$ cat src/fsic_pkg.sv
package fsic_pkg;
  localparam int CLK_MHZ            = 250;
  localparam int SUSPEND_GAP_US     = 20;
  localparam int SUSPEND_GAP_CYCLES = SUSPEND_GAP_US * CLK_MHZ;
  localparam int MARGIN_READ_NS     = 40;
  localparam int MARGIN_CYCLES      = (MARGIN_READ_NS * CLK_MHZ + 999) / 1000;

  localparam logic [7:0] OFS_CTRL      = 8'h00;
  localparam logic [7:0] OFS_CONFIG    = 8'h04;
  localparam logic [7:0] OFS_START     = 8'h08;
  localparam logic [7:0] OFS_END       = 8'h0C;
  localparam logic [7:0] OFS_STATUS    = 8'h10;
  localparam logic [7:0] OFS_SIGNATURE = 8'h14;
  localparam logic [7:0] OFS_EVT_ADDR  = 8'h18;
  localparam logic [7:0] OFS_INT_STAT  = 8'h1C;
  localparam logic [7:0] OFS_INT_MASK  = 8'h20;

  // control register bits
  localparam int CTL_START    = 0;
  localparam int CTL_BP_EN    = 1;
  localparam int CTL_MARGIN   = 2;
  localparam int CTL_SUSPEND  = 3;
  localparam int CTL_RESUME   = 4;
  localparam int CTL_CONTINUE = 5;
  // config register fields
  localparam int CFG_RWS_LSB  = 0;
  localparam int CFG_APS_LSB  = 4;
  // interrupt status bits
  localparam int INT_W        = 5;
  localparam int IRQ_DONE     = 0;
  localparam int IRQ_BREAK    = 1;
  localparam int IRQ_ECC      = 2;
  localparam int IRQ_SBC      = 3;
  localparam int IRQ_DEFER    = 4;

  localparam logic [2:0] RWS_RESET = 3'h5;
  localparam logic [1:0] APS_RESET = 2'h2;
  localparam logic [31:0] SIG_POLY = 32'h04C11DB7;

  typedef enum logic [1:0] {FSIC_IDLE, FSIC_READ, FSIC_HALT} fsic_state_t;

  typedef struct packed {
    logic        valid;
    logic        margin;
    logic        sample;
    logic [15:0] rd_addr;
    logic [15:0] addr;
  } fsic_arr_req_t;

  typedef struct packed {
    logic [31:0] data;
    logic        ecc_event_error;
    logic        single_bit_correction;
  } fsic_arr_rsp_t;
endpackage

$ cat src/fsic_top.sv
`timescale 1ns/1ns
`default_nettype none
module fsic_top #(
  parameter int SUSPEND_GAP = fsic_pkg::SUSPEND_GAP_CYCLES
) (
  input  wire logic                    CLK,
  input  wire logic                    NRST,
  input  wire logic                    PSEL,
  input  wire logic                    PENABLE,
  input  wire logic                    PWRITE,
  input  wire logic [7:0]              PADDR,
  input  wire logic [31:0]             PWDATA,
  output logic      [31:0]             PRDATA,
  output logic                         PREADY,
  output logic                         PSLVERR,
  output logic                         IRQ,
  output fsic_pkg::fsic_arr_req_t      ARR_REQ,
  input  wire fsic_pkg::fsic_arr_rsp_t ARR_RSP,
  input  wire logic                    PE_BUSY,
  output logic                         PE_SUSPEND
);
  localparam int MARGIN_DLY = fsic_pkg::MARGIN_CYCLES;

  fsic_pkg::fsic_state_t   state, next_state;
  fsic_pkg::fsic_arr_req_t next_req;
  logic [2:0]  read_wait_states, next_rws;
  logic [1:0]  address_pipeline_setting, next_aps;
  logic        bp_en, next_bp_en, margin, next_margin;
  logic [15:0] start_addr, next_start, end_addr, next_end;
  logic [15:0] cur, next_cur, event_addr, next_event_addr;
  logic        event_seen, next_event_seen;
  logic [7:0]  wcnt, next_wcnt;
  logic [fsic_pkg::INT_W-1:0] int_stat, next_int_stat, int_mask, next_int_mask, ev_set;
  logic        susp_pend, next_susp_pend, next_pe_suspend;
  logic [12:0] gap_cnt, next_gap_cnt;
  logic [31:0] next_prdata, rdval;
  logic        next_pready, next_pslverr, mapped, acc, wr;
  logic        sig_clear, sig_shift, ev, ctl_wr;
  logic [31:0] sig;

  fsic_sig #(.W(32), .POLY(fsic_pkg::SIG_POLY)) u_sig (
    .clk   (CLK),
    .nrst  (NRST),
    .clear (sig_clear),
    .shift (sig_shift),
    .data  (ARR_RSP.data),
    .sig   (sig)
  );

  // the write lands on the edge where the master sees pready
  assign acc    = PSEL && PENABLE && PREADY;
  assign wr     = acc && PWRITE;
  assign ctl_wr = wr && (PADDR == fsic_pkg::OFS_CTRL);
  assign ev     = ARR_RSP.ecc_event_error || ARR_RSP.single_bit_correction;

  always_comb begin
    mapped = 1'b1;
    rdval  = 32'h0000_0000;
    unique case (PADDR)
      fsic_pkg::OFS_CTRL:      rdval = {30'h0, margin, bp_en} << fsic_pkg::CTL_BP_EN;
      fsic_pkg::OFS_CONFIG:    rdval = {26'h0, address_pipeline_setting, 1'b0, read_wait_states};
      fsic_pkg::OFS_START:     rdval = {16'h0, start_addr};
      fsic_pkg::OFS_END:       rdval = {16'h0, end_addr};
      fsic_pkg::OFS_STATUS:    rdval = {27'h0, event_seen, susp_pend, PE_SUSPEND,
                                        state == fsic_pkg::FSIC_HALT,
                                        state != fsic_pkg::FSIC_IDLE};
      fsic_pkg::OFS_SIGNATURE: rdval = sig;
      fsic_pkg::OFS_EVT_ADDR:  rdval = {16'h0, event_addr};
      fsic_pkg::OFS_INT_STAT:  rdval = {27'h0, int_stat};
      fsic_pkg::OFS_INT_MASK:  rdval = {27'h0, int_mask};
      default:                 mapped = 1'b0;
    endcase
    next_pready  = PSEL && PENABLE && !PREADY;
    next_prdata  = next_pready && !PWRITE ? rdval : 32'h0000_0000;
    next_pslverr = next_pready && !mapped;
  end

  always_comb begin
    next_state      = state;
    next_rws        = read_wait_states;
    next_aps        = address_pipeline_setting;
    next_bp_en      = bp_en;
    next_margin     = margin;
    next_start      = start_addr;
    next_end        = end_addr;
    next_cur        = cur;
    next_wcnt       = wcnt;
    next_event_addr = event_addr;
    next_event_seen = event_seen;
    next_int_mask   = int_mask;
    next_susp_pend  = susp_pend;
    next_pe_suspend = PE_SUSPEND;
    next_gap_cnt    = gap_cnt != 13'h0 ? gap_cnt - 13'h1 : gap_cnt;
    ev_set          = '0;
    sig_clear       = 1'b0;
    sig_shift       = 1'b0;

    if (wr) begin
      unique case (PADDR)
        fsic_pkg::OFS_CTRL: begin
          next_bp_en  = PWDATA[fsic_pkg::CTL_BP_EN];
          next_margin = PWDATA[fsic_pkg::CTL_MARGIN];
        end
        fsic_pkg::OFS_CONFIG: begin
          next_rws = PWDATA[fsic_pkg::CFG_RWS_LSB +: 3];
          next_aps = PWDATA[fsic_pkg::CFG_APS_LSB +: 2];
        end
        fsic_pkg::OFS_START:    next_start    = PWDATA[15:0];
        fsic_pkg::OFS_END:      next_end      = PWDATA[15:0];
        fsic_pkg::OFS_INT_MASK: next_int_mask = PWDATA[fsic_pkg::INT_W-1:0];
        default: ;
      endcase
    end

    // suspend guard: a request inside the gap waits rather than reaching the engine
    if (ctl_wr && PWDATA[fsic_pkg::CTL_SUSPEND] && PE_BUSY && !PE_SUSPEND) begin
      next_susp_pend = 1'b1;
      if (gap_cnt != 13'h0) begin
        ev_set[fsic_pkg::IRQ_DEFER] = 1'b1;
      end
    end
    if (ctl_wr && PWDATA[fsic_pkg::CTL_RESUME]) begin
      next_pe_suspend = 1'b0;
      next_susp_pend  = 1'b0;
    end else if (susp_pend && gap_cnt == 13'h0) begin
      next_pe_suspend = 1'b1;
      next_susp_pend  = 1'b0;
      next_gap_cnt    = 13'(SUSPEND_GAP - 1);
    end

    unique case (state)
      fsic_pkg::FSIC_IDLE: begin
        if (ctl_wr && PWDATA[fsic_pkg::CTL_START]) begin
          next_state      = fsic_pkg::FSIC_READ;
          next_cur        = start_addr;
          next_margin     = PWDATA[fsic_pkg::CTL_MARGIN];
          next_bp_en      = PWDATA[fsic_pkg::CTL_BP_EN];
          next_wcnt       = PWDATA[fsic_pkg::CTL_MARGIN] ? 8'(MARGIN_DLY - 1)
                                                         : {5'h0, read_wait_states};
          next_event_seen = 1'b0;
          sig_clear       = 1'b1;
        end
      end
      fsic_pkg::FSIC_READ: begin
        if (wcnt != 8'h00) begin
          next_wcnt = wcnt - 8'h01;
        end else begin
          sig_shift = 1'b1;
          if (ev) begin
            ev_set[fsic_pkg::IRQ_ECC] = ARR_RSP.ecc_event_error;
            ev_set[fsic_pkg::IRQ_SBC] = ARR_RSP.single_bit_correction;
            if (!event_seen) begin
              next_event_seen = 1'b1;
              next_event_addr = cur;
            end
          end
          if (ev && bp_en) begin
            next_state                  = fsic_pkg::FSIC_HALT;
            ev_set[fsic_pkg::IRQ_BREAK] = 1'b1;
          end else if (cur == end_addr) begin
            next_state                 = fsic_pkg::FSIC_IDLE;
            ev_set[fsic_pkg::IRQ_DONE] = 1'b1;
          end else begin
            next_cur  = cur + 16'h0001;
            next_wcnt = margin ? 8'(MARGIN_DLY - 1) : {5'h0, read_wait_states};
          end
        end
      end
      fsic_pkg::FSIC_HALT: begin
        // the pointer only moves on continue, so the following address is read afresh
        if (ctl_wr && PWDATA[fsic_pkg::CTL_CONTINUE]) begin
          if (cur == end_addr) begin
            next_state                 = fsic_pkg::FSIC_IDLE;
            ev_set[fsic_pkg::IRQ_DONE] = 1'b1;
          end else begin
            next_state = fsic_pkg::FSIC_READ;
            next_cur   = cur + 16'h0001;
            next_wcnt  = margin ? 8'(MARGIN_DLY - 1) : {5'h0, read_wait_states};
          end
        end
      end
      default: next_state = fsic_pkg::FSIC_IDLE;
    endcase

    // set wins over a write-one clear in the same cycle
    next_int_stat = int_stat;
    if (wr && PADDR == fsic_pkg::OFS_INT_STAT) begin
      next_int_stat = int_stat & ~PWDATA[fsic_pkg::INT_W-1:0];
    end
    next_int_stat = next_int_stat | ev_set;

    next_req.valid   = next_state == fsic_pkg::FSIC_READ;
    next_req.margin  = next_margin;
    next_req.sample  = next_req.valid && next_wcnt == 8'h00;
    next_req.rd_addr = next_cur;
    // early address only for timed reads; margin reads never run ahead
    next_req.addr    = next_req.valid && !next_margin && next_cur != next_end &&
                       next_wcnt <= {6'h0, next_aps} ? next_cur + 16'h0001 : next_cur;
  end

  always_ff @(posedge CLK or negedge NRST) begin
    if (!NRST) begin
      state                    <= fsic_pkg::FSIC_IDLE;
      read_wait_states         <= fsic_pkg::RWS_RESET;
      address_pipeline_setting <= fsic_pkg::APS_RESET;
      bp_en                    <= 1'b0;
      margin                   <= 1'b0;
      start_addr               <= 16'h0000;
      end_addr                 <= 16'h0000;
      cur                      <= 16'h0000;
      wcnt                     <= 8'h00;
      event_addr               <= 16'h0000;
      event_seen               <= 1'b0;
      int_stat                 <= '0;
      int_mask                 <= '0;
      susp_pend                <= 1'b0;
      gap_cnt                  <= 13'h0000;
      PE_SUSPEND               <= 1'b0;
      PRDATA                   <= 32'h0000_0000;
      PREADY                   <= 1'b0;
      PSLVERR                  <= 1'b0;
      IRQ                      <= 1'b0;
      ARR_REQ                  <= '0;
    end else begin
      state                    <= next_state;
      read_wait_states         <= next_rws;
      address_pipeline_setting <= next_aps;
      bp_en                    <= next_bp_en;
      margin                   <= next_margin;
      start_addr               <= next_start;
      end_addr                 <= next_end;
      cur                      <= next_cur;
      wcnt                     <= next_wcnt;
      event_addr               <= next_event_addr;
      event_seen               <= next_event_seen;
      int_stat                 <= next_int_stat;
      int_mask                 <= next_int_mask;
      susp_pend                <= next_susp_pend;
      gap_cnt                  <= next_gap_cnt;
      PE_SUSPEND               <= next_pe_suspend;
      PRDATA                   <= next_prdata;
      PREADY                   <= next_pready;
      PSLVERR                  <= next_pslverr;
      IRQ                      <= |(next_int_stat & next_int_mask);
      ARR_REQ                  <= next_req;
    end
  end
endmodule
`default_nettype wire

$ cat src/fsic_sig.sv
`timescale 1ns/1ns
`default_nettype none
module fsic_sig #(
  parameter int          W    = 32,
  parameter logic [31:0] POLY = fsic_pkg::SIG_POLY
) (
  input  wire logic         clk,
  input  wire logic         nrst,
  input  wire logic         clear,
  input  wire logic         shift,
  input  wire logic [W-1:0] data,
  output logic      [W-1:0] sig
);
  logic [W-1:0] next_sig;
  logic [W-1:0] stepped;

  genvar i;
  generate
    for (i = 0; i < W; i++) begin : g_bit
      if (i == 0) begin : g_lsb
        assign stepped[i] = data[i] ^ sig[W-1];
      end else begin : g_up
        assign stepped[i] = data[i] ^ sig[i-1] ^ (sig[W-1] & POLY[i]);
      end
    end
  endgenerate

  always_comb begin
    next_sig = sig;
    if (clear) begin
      next_sig = '0;
    end else if (shift) begin
      next_sig = stepped;
    end
  end

  always_ff @(posedge clk or negedge nrst) begin
    if (!nrst) begin
      sig <= '0;
    end else begin
      sig <= next_sig;
    end
  end
endmodule
`default_nettype wire

$ cat config.mk
export PLATFORM = sky130hd
export DESIGN_NAME = fsic_top
export DESIGN_NICKNAME = d
export VERILOG_FILES = /design/src/fsic_pkg.sv /design/src/fsic_top.sv /design/src/fsic_sig.sv
export SDC_FILE = /design/constraint.sdc
export NUM_CORES = 1
export LEC_CHECK = 0
export BUFFER_PORTS_ARGS = -buffer_cell sky130_fd_sc_hd__buf_2
export CAP_MARGIN = 15
export CORE_ASPECT_RATIO = 2
export CORE_MARGIN = 2
export CORE_UTILIZATION = 50
export DETAILED_ROUTE_END_ITERATION = 12
export GPL_TIMING_DRIVEN = 0
export PLACE_DENSITY_LB_ADDON = 0.25
export SETUP_SLACK_MARGIN = 0.2
export SYNTH_ARGS = -nofsm -noshare
export SYNTH_HDL_FRONTEND = slang
export SYNTH_SLANG_ARGS = --single-unit
$ cat constraint.sdc
create_clock -name CLK -period 4.7 [get_ports CLK]
set_input_delay 0 -clock CLK [delete_from_list [all_inputs] [get_ports CLK]]
set_output_delay 0 -clock CLK [all_outputs]
set_load 0.02 [all_outputs]
# Yosys cells after proc, flatten, opt, wreduce, memory -nomap -nowiden
# Cells that the tools add are included.
# W data, S select, Z words.
dict set report totals {
  ff_bits 192
  input_bits 80
  output_inout_bits 71
  word_cells 207
}
dict set report op_classes {
  bitwise 51
  reduce_logical 43
  mux 68
  eq_ne 16
  n_lt_le_gt_ge 1
  addsub 4
}
# op n
set ops {}
lappend ops {{$pmux W32 S9} 1}
lappend ops {{$mux W16} 8}
lappend ops {{$mux W32} 3}
lappend ops {{$pmux W16 S3} 1}
lappend ops {{$xor A1 B1 Y1} 45}
lappend ops {{$mux W8} 5}
lappend ops {{$mux W13} 3}
lappend ops {{$add A16 B1 Y16 const B} 2}
lappend ops {{$eq A8 B5 Y1 const B} 4}
lappend ops {{$mux W1} 28}
lappend ops {{$pmux W8 S3} 1}
lappend ops {{$logic_and A1 B1 Y1} 20}
lappend ops {{$eq A16 B16 Y1} 1}
lappend ops {{$eq A8 B4 Y1 const B} 2}
lappend ops {{$logic_not A8 Y1} 2}
lappend ops {{$mux W2} 8}
lappend ops {{$ne A16 B16 Y1} 1}
lappend ops {{$mux W5} 3}
lappend ops {{$logic_not A13 Y1} 1}
lappend ops {{$reduce_bool A13 Y1} 1}
lappend ops {{$sub A13 B1 Y13 const B} 1}
lappend ops {{$mux W4} 3}
lappend ops {{$and A5 B5 Y5} 2}
lappend ops {{$reduce_or A9 Y1} 1}
lappend ops {{22 further kinds} 36}

# Longest topological paths before layout
# Gate-level depths: netlist of run 1.
dict set report depth {
  word_depth 12
  ltp_mapped 21
  depth_no_buf 18
}

# Hierarchy
# Synthesis of run 1 repeated with hierarchy kept, for this count alone.
dict set report hier_totals {
  hier_cells 1011
  area_unflattened_um2 10398.7
}
# mod seq_area_each_um2 n_inst area_per_inst_um2 cells_per_inst
set by_module_without_submodules {}
lappend by_module_without_submodules {fsic_top 4007.6 1 8728.4 858}
lappend by_module_without_submodules {fsic_sig 800.8 1 1670.4 153}

# Worst setup path after synthesis of run 1
# Ideal clock, no wire load.
dict set report synth_timing {
  kind {flip-flop to flip-flop}
  startpoint {register cur[11]}
  endpoint {register ARR_REQ[12] in the netlist's numbering}
  path_slack_ns 0.513
  arrival_time_ns 4.107
  stages_incl_launch_ff 20
  setup_time_ns 0.079
  period_less_slack_ns 4.187
  cell_sequence {dfrtp_1 > clkbuf_1 > xor2_1 > nor4_1 > and4_1 > buf_4 > clkbuf_1 > clkbuf_1 > nor3b_1 > a21oi_1 > a21oi_1 > a221o_1 > ha_1 > a21o_1 > a21oi_1 > nand2_1 > nor2_1 > nand2_1 > a211oi_1 > xor2_1}
}
# element line_no
set synth_rtl {}
lappend synth_rtl {{start, declared} fsic_top.sv:30} ;# logic [15:0] cur, next_cur, event_addr, next_event_addr;
lappend synth_rtl {{start signal, assigned} fsic_top.sv:232} ;# cur <= next_cur;
lappend synth_rtl {{end signal, assigned} fsic_top.sv:245} ;# ARR_REQ <= next_req;
lappend synth_rtl {{end, declared} fsic_top.sv:17} ;# output fsic_pkg::fsic_arr_req_t ARR_REQ,

==> results of run 1 <==
==> through the flow <==
step           total power [uW]  setup WS [ps]
6_report                   5010          314.1
5_1_grt                    5199          199.3
4_1_cts                    4882          178.7
3_5_place_dp               3284          -1105
3_3_place_gp               3277          -1131
2_1_floorplan              2797          513.3
==> power by group through the flow <==
stage | clock network, uW | registers (uW) | logic (uW)
final | 1560 | 1840 | 1610
after global routing | 1630 | 1850 | 1710
after CTS | 1570 | 1840 | 1470
after floorplan | 0 | 1910 | 888
after global placement | 0 | 1870 | 1410
after detailed placement | 0 | 1870 | 1420
==> state kept, by name, summed over array words and instances (netlist names), 13 cells and up <==
register	flops
PRDATA	32
cur	16
gap_cnt	13
start_addr	16
ARR_REQ	18
u_sig.sig	32
event_addr	16
end_addr	16
==> worst max-delay path, stage by stage (launching register included) <==
cell,delay (ps)
dfrtp_1,410
inv_1,150
ha_1,220
or4b_4,510
or4_4,530
buf_6,150
and2_4,130
buf_6,140
or4_4,520
a22oi_4,190
xnor2_1,230
o2111ai_2,220
nor4_4,250
buf_4,180
buf_6,180
a21oi_2,80
xnor2_1,130
==> routing by layer <==
metal / wire length, microns / vias up / track usage, %
met3: 1327 / 104 / 4.148
met2: 18040 / 322 / 56.50
met4: 1799 / 0 / 17.60
li1: - / 4141 / -
met5: 0 / - / 0
met1: 11560 / 4407 / 30.85
==> worst paths after layout <==
kind	from	endpoint	slack (ps)	depth (start not counted)
max	wcnt[0]	ARR_REQ[2]	310	16
min	PE_BUSY	susp_pend	20	5
max reg2reg	wcnt[0]	ARR_REQ[2]	310	16
min reg2reg	gap_cnt[6]	gap_cnt[6]	470	1
max in group asynchronous	NRST	cur[9]	3620	3
min in group asynchronous	NRST	gap_cnt[4]	130	2
==> cell type report <==
cell class	instances	area, sq um
fillers	1740	7635
plain buffers	62	311.5
inverters	28	105.1
flip-flops and latches	192	4808
well taps	266	332.8
clock inverters	15	196.4
repair buffers	194	1289
multi-input cells	742	5359
clock buffers	17	425.4
==> logic make-up after synthesis <==
kind of cell / synth area share (%)
mux: 7.749
xor+xnor: 7.953
simple gates: 16.89
compound gates: 16.35
flops: 45.96
fa+ha+maj: 1.315
buf+inv: 3.791
==> cell usage in the layout, fill, tap and decap left out, types with 9 or more instances in the layout <==
| master | n |
|---|---|
| a211oi_1 | 24 |
| a21oi_1 | 56 |
| a21oi_2 | 11 |
| a22oi_1 | 29 |
| a31oi_1 | 10 |
| and2_1 | 25 |
| and3_1 | 10 |
| buf_2 | 134 |
| buf_4 | 14 |
| clkbuf_1 | 39 |
| clkbuf_16 | 17 |
| dfrtp_1 | 189 |
| dlygate4sd3_1 | 52 |
| ha_1 | 11 |
| inv_1 | 28 |
| mux2_2 | 63 |
| mux2i_1 | 9 |
| nand2_1 | 93 |
| nand3_1 | 34 |
| nand4_1 | 18 |
| nor2_1 | 55 |
| nor3_1 | 20 |
| nor4_1 | 9 |
| o21ai_0 | 30 |
| xnor2_1 | 63 |
| xor2_1 | 32 |
==> what timing repair did <==
item,4_1_cts,5_1_grt
endpoints found under the setup margin,17,16
pin swaps,2,6
resized for setup,16,16
setup buffers,0,9
hold buffers,52,0
hold endpoints to repair,153,0
==> metrics.cfg, run 1 <==
[outcome]
status = finished clean

[critical_path]
cp-start-kind = flop
worstPathArrival_ps = 4690
crit_required_ps = 5010
worstSetupPathType = reg2reg
crit_fanout = 10
cp-end-kind = flop

[die]
die-area_sq_um = 22170
core_sq_um = 20460
dieHeight_microns = 208.6
die_x_microns = 106.3
num_rows = 74
start_util_pct = 51.13
io_pins = 151

[global_routing]
antenna_found_initial = 0
grt_pass1_wl_microns = 50270
grt_max_degree = 112
grt_pass1_vias = 9217
grt_use_total_pct = 30.05
grt_overflow_total = 0

[yosys]
synth.area.top_cells = dfrtp_1 45%, mux2_2 6.8%, xnor2_1 5.3%
yosysSeqAreaShare_pct = 45.96
async_reset_ff_share_pct = 100.0
syn_area_per_cell_sq_um = 10.22
synth_top_area_share_pct = 45.20
yosys-top-cells-count = 189 x dfrtp_1, 93 x nand2_1, 63 x mux2_2, 63 x xnor2_1, 58 x a21oi_1
synth_top_flop_cell = dfrtp_1
yosysMostFrequentCell = dfrtp_1
synth_top_area_cell = dfrtp_1
synth_edf_count = 0
yosys_warnings = 0
syn-cell-area_sq_um = 10460
syn_inst = 1024
syn-num-nets = 1115
ys_seq_elements = 192
synth_cell_types = 88

[clock_tree]
cts_buffers = 17
cts_tree = built
clockRootBuffer = clkbuf_16
htreeDepth = 4
cts.clk_slew.worst_paths_ps = 70
cts.sink_count = 192
clkLatencyLatePin_ps = 460
cts_buffer_depth = 2

[sta]
fmax_mhz = 228.0
worst_slew_pin_slew_ps = 1155
report.final.hold_viol_count = 0
slew-limit-headroom_pct = 22.29
whs_ps = 15.82
setup_viol = 0
finalCritPeriodShare_pct = 93.32
finalClockSkew_ps = 11.61
tns_ps = 0
grt_setup_unrepaired = false
min_period_ps = 4386
drv_slew = 0

[drt]
drc_errors = 0
drtAntennaViolNets = 0
drt-total-wl_microns = 32720
wire_per_inst_microns = 21.58
drt_pass1_iterations = 4
viasPerCell = 5.920
vias = 8974
drt_iter0_markers = 679

[final_layout]
layout-drive-gt1-share_pct = 25.44
nNetsFinal = 1328
stdcell_count = 1516
area_growth_syn_to_layout_pct = 22.60
antenna_cells = 0
fin_util_pct = 62.69
final_area_sq_um = 12830

[place]
place_congestion = 0.9392
dp_hpwl_microns = 24360
numPortBuffers = 131
dp_cells = 1422
placed_cell_area_sq_um = 11490

[pwr]
switching_share_pct = 36.90
power_frac_clock_pct = 31.1
peakVddDrop_uv = 337.8
sequentialPowerShare_pct = 36.7
p_switching_uw = 1849
p_comb_share_pct = 32.2
power_density_nw_per_um2 = 390.6
p_int_uw = 3161
p_leak_uw = 0.005914

[flow_run]
drv_cap = 0

[worst_hold_path]
min_path_type = in2reg

No activity file was read; power rests on OpenSTA's default activity.
==> inputs of run 2 (changes only) <==
- GPL_TIMING_DRIVEN: 0 -> default
- PLACE_DENSITY: default -> 0.71
- PLACE_DENSITY_LB_ADDON: 0.25 -> default
==> run 2 against run 1 <==
Effect of this change: register-to-register slack better by 80 ps; clock skew hardly changed; clock power is 6% lower; critical endpoint is now ARR_REQ[12]; non-clock buffer count is 14 lower; core utilization is 0.33 points lower; design area is 0.53% lower; count of clock-buffer cells in the layout stayed put; highest routed layer unchanged; flip-flop and latch count stayed put.
==> metrics.cfg, run 2 (synthesis gave the netlist of run 1 again) <==
[critical_path]
crit_fanout = 9  ; -1
reg2regPathDepth = 13  ; -3
worstPathArrival_ps = 4620  ; -70 ps
worstSetupPathType = reg2reg
reg2reg_to = ARR_REQ[12]
cp-end-kind = flop
r2r-start = wcnt[0]
regToRegSetupSlack_ps = 400  ; +80 ps
cp-start-kind = flop
crit_required_ps = 5020  ; about the same
cp-startpoint = wcnt[0]

[final_layout]
antenna_cells = 0  ; unchanged
layout_commonest_cell = dfrtp_1
ff_latch_area_sq_um = 4808  ; unchanged
final_cell_mix = 189 x dfrtp_1, 133 x buf_2, 93 x nand2_1
multi_input_area_sq_um = 5275  ; -1.6%
top_regs = PRDATA: 32 flops, u_sig.sig: 32 flops, ARR_REQ: 18 flops
nNetsFinal = 1314  ; -1.1%
stdcell_count = 1502  ; -0.92%
layout-drive-gt1-share_pct = 26.70  ; +1.3 points
num-fill-cells = 1719  ; -1.2%
area_growth_syn_to_layout_pct = 21.96

[clock_tree]
cts.clk_slew.worst_paths_ps = 70  ; about the same
clockRootBuffer = clkbuf_16
cts_buffers = 17  ; unchanged
cts_setup_buffers = 0  ; unchanged
clkLatencyLatePin_ps = 460  ; about the same
htreeDepth = 4  ; unchanged
cts_buffer_depth = 2  ; unchanged
cts_tree = built
cts.sink_count = 192  ; unchanged

[sta]
worst_slew_pin_slew_ps = 1050  ; -104.9 ps
slew-limit-headroom_pct = 30.00  ; +7.7 points
min_period_ps = 4304  ; -82.13 ps
finalCritPeriodShare_pct = 91.57  ; -1.7 points
finalClockSkew_ps = 11.47  ; -0.1386 ps
setup_viol = 0  ; unchanged
setup_ws_ps = 396.2  ; +82.13 ps
tns_ps = 0  ; unchanged
report.final.hold_viol_count = 0  ; unchanged
drv_slew = 0  ; unchanged
fmax_mhz = 232.4  ; +1.9%
grt_setup_unrepaired = false

[die]
num_rows = 74  ; unchanged
die-area_sq_um = 22170  ; unchanged
start_util_pct = 51.13  ; unchanged
die_x_microns = 106.3  ; unchanged
core_sq_um = 20460  ; unchanged
io_pins = 151  ; unchanged
dieHeight_microns = 208.6  ; unchanged

[drt]
viasPerCell = 5.949  ; +0.50%
drt-total-wl_microns = 31450  ; -3.9%
drc_errors = 0  ; unchanged
drtAntennaViolNets = 0  ; unchanged
wire_per_inst_microns = 20.94  ; -3.0%
vias = 8936  ; -0.42%
drt_iter0_markers = 665  ; -2.1%
drt_pass1_iterations = 5  ; +1

[place]
dp_cells = 1412  ; -0.70%
numPortBuffers = 134  ; +2.3%
dp_slack_ps = 434.2  ; +1539 ps
place_congestion = 0.9880  ; +5.2%
dp_hpwl_microns = 23260  ; -4.5%

[global_routing]
grt_max_degree = 126  ; +13%
antenna_found_initial = 0  ; unchanged
grt_overflow_total = 0  ; unchanged
grt_pass1_vias = 9236  ; +0.21%
grt_pass1_wl_microns = 49870  ; -0.78%
grt_use_total_pct = 29.31  ; -0.74 points

[worst_hold_path]
min_path_type = in2reg
holdPathEnd = u_sig.sig[11]
hold_depth = 5  ; unchanged
min_from = ARR_RSP[13]

[outcome]
status = finished clean

[flow_run]
drv_cap = 0  ; unchanged

[pwr]
peakVddDrop_uv = 599.8  ; +78%
power_density_nw_per_um2 = 383.6  ; -1.8%
p_leak_uw = 0.005966  ; +0.87%

[run 2: changes by cell type in the layout (fill, tap and decap cells not counted), sizes merged]
cell,previous run,this run
clkbuf,63,18
bufinv,3,1
buf,158,183
clkinv,3,2
inv,35,38
dlygate4sd3,52,58
[run 2: area by class of cell]
cell class | instances | share of cell area, %
multi-input cells | 742 | 41.34
clock buffers | 17 | 3.334
clock inverters | 15 | 1.294
repair buffers | 242 | 12.91
inverters | 28 | 0.8237
well taps | 266 | 2.608
flip-flops and latches | 192 | 37.68
[run 2: per-stage QoR]
step | area (sq um) | hold WS (ps) | power, uW | util [%]
after detailed placement | 11590 | 196.5 | 3385 | 56.63
final | 12760 | 7.084 | 4895 | 62.36
after global routing | 12760 | 40.45 | 5108 | 62.36
after global placement | 11590 | 197.5 | 3371 | 56.63
after CTS | 12760 | 1.099 | 4899 | 62.36
after floorplan | 10460 | -295.6 | 2797 | -
[run 2: worst max path at each step]
| stage | depth (start not counted) | endpoint | slack, ps |
|---|---|---|---|
| after global routing | 13 | ARR_REQ[11] | 200 |
| after CTS | 13 | ARR_REQ[12] | 410 |
| after detailed placement | 13 | ARR_REQ[11] | 430 |
| after floorplan | 19 | ARR_REQ[12] | 510 |
| after global placement | 13 | ARR_REQ[12] | 530 |
| final | 13 | ARR_REQ[12] | 400 |
[run 2: repair_timing]
action / in CTS / in global routing
gates resized for setup: 0 / 0
hold buffers: 58 / 0
endpoints found under the hold margin: 197 / 0
[run 2: critical path, stage by stage (launching register included)]
cell and delay, ps:
dfrtp_1 400, inv_1 140, ha_1 200, or4b_4 500, or4_4 600, and2_4 210, or4_4 530, a22oi_4 310
xnor2_1 200, o2111ai_2 190, nor4_4 370, buf_4 250, a211oi_1 100, xor2_1 140
[run 2: routing by layer]
layer  vias up  track usage (%)  wire, microns
met5         -                0              0
met4         0            17.88           1932
met3       117            4.616           1396
met2       365            51.77          16670
met1      4348            32.49          11450
li1       4106                -              -
[run 2: power breakdown]
group          total [uW]  internal, uW  leakage, uW  switching (uW)
clock                1470           760     0.000287             714
combinational        1590           583      0.00323            1000
sequential           1830          1740      0.00245            93.5
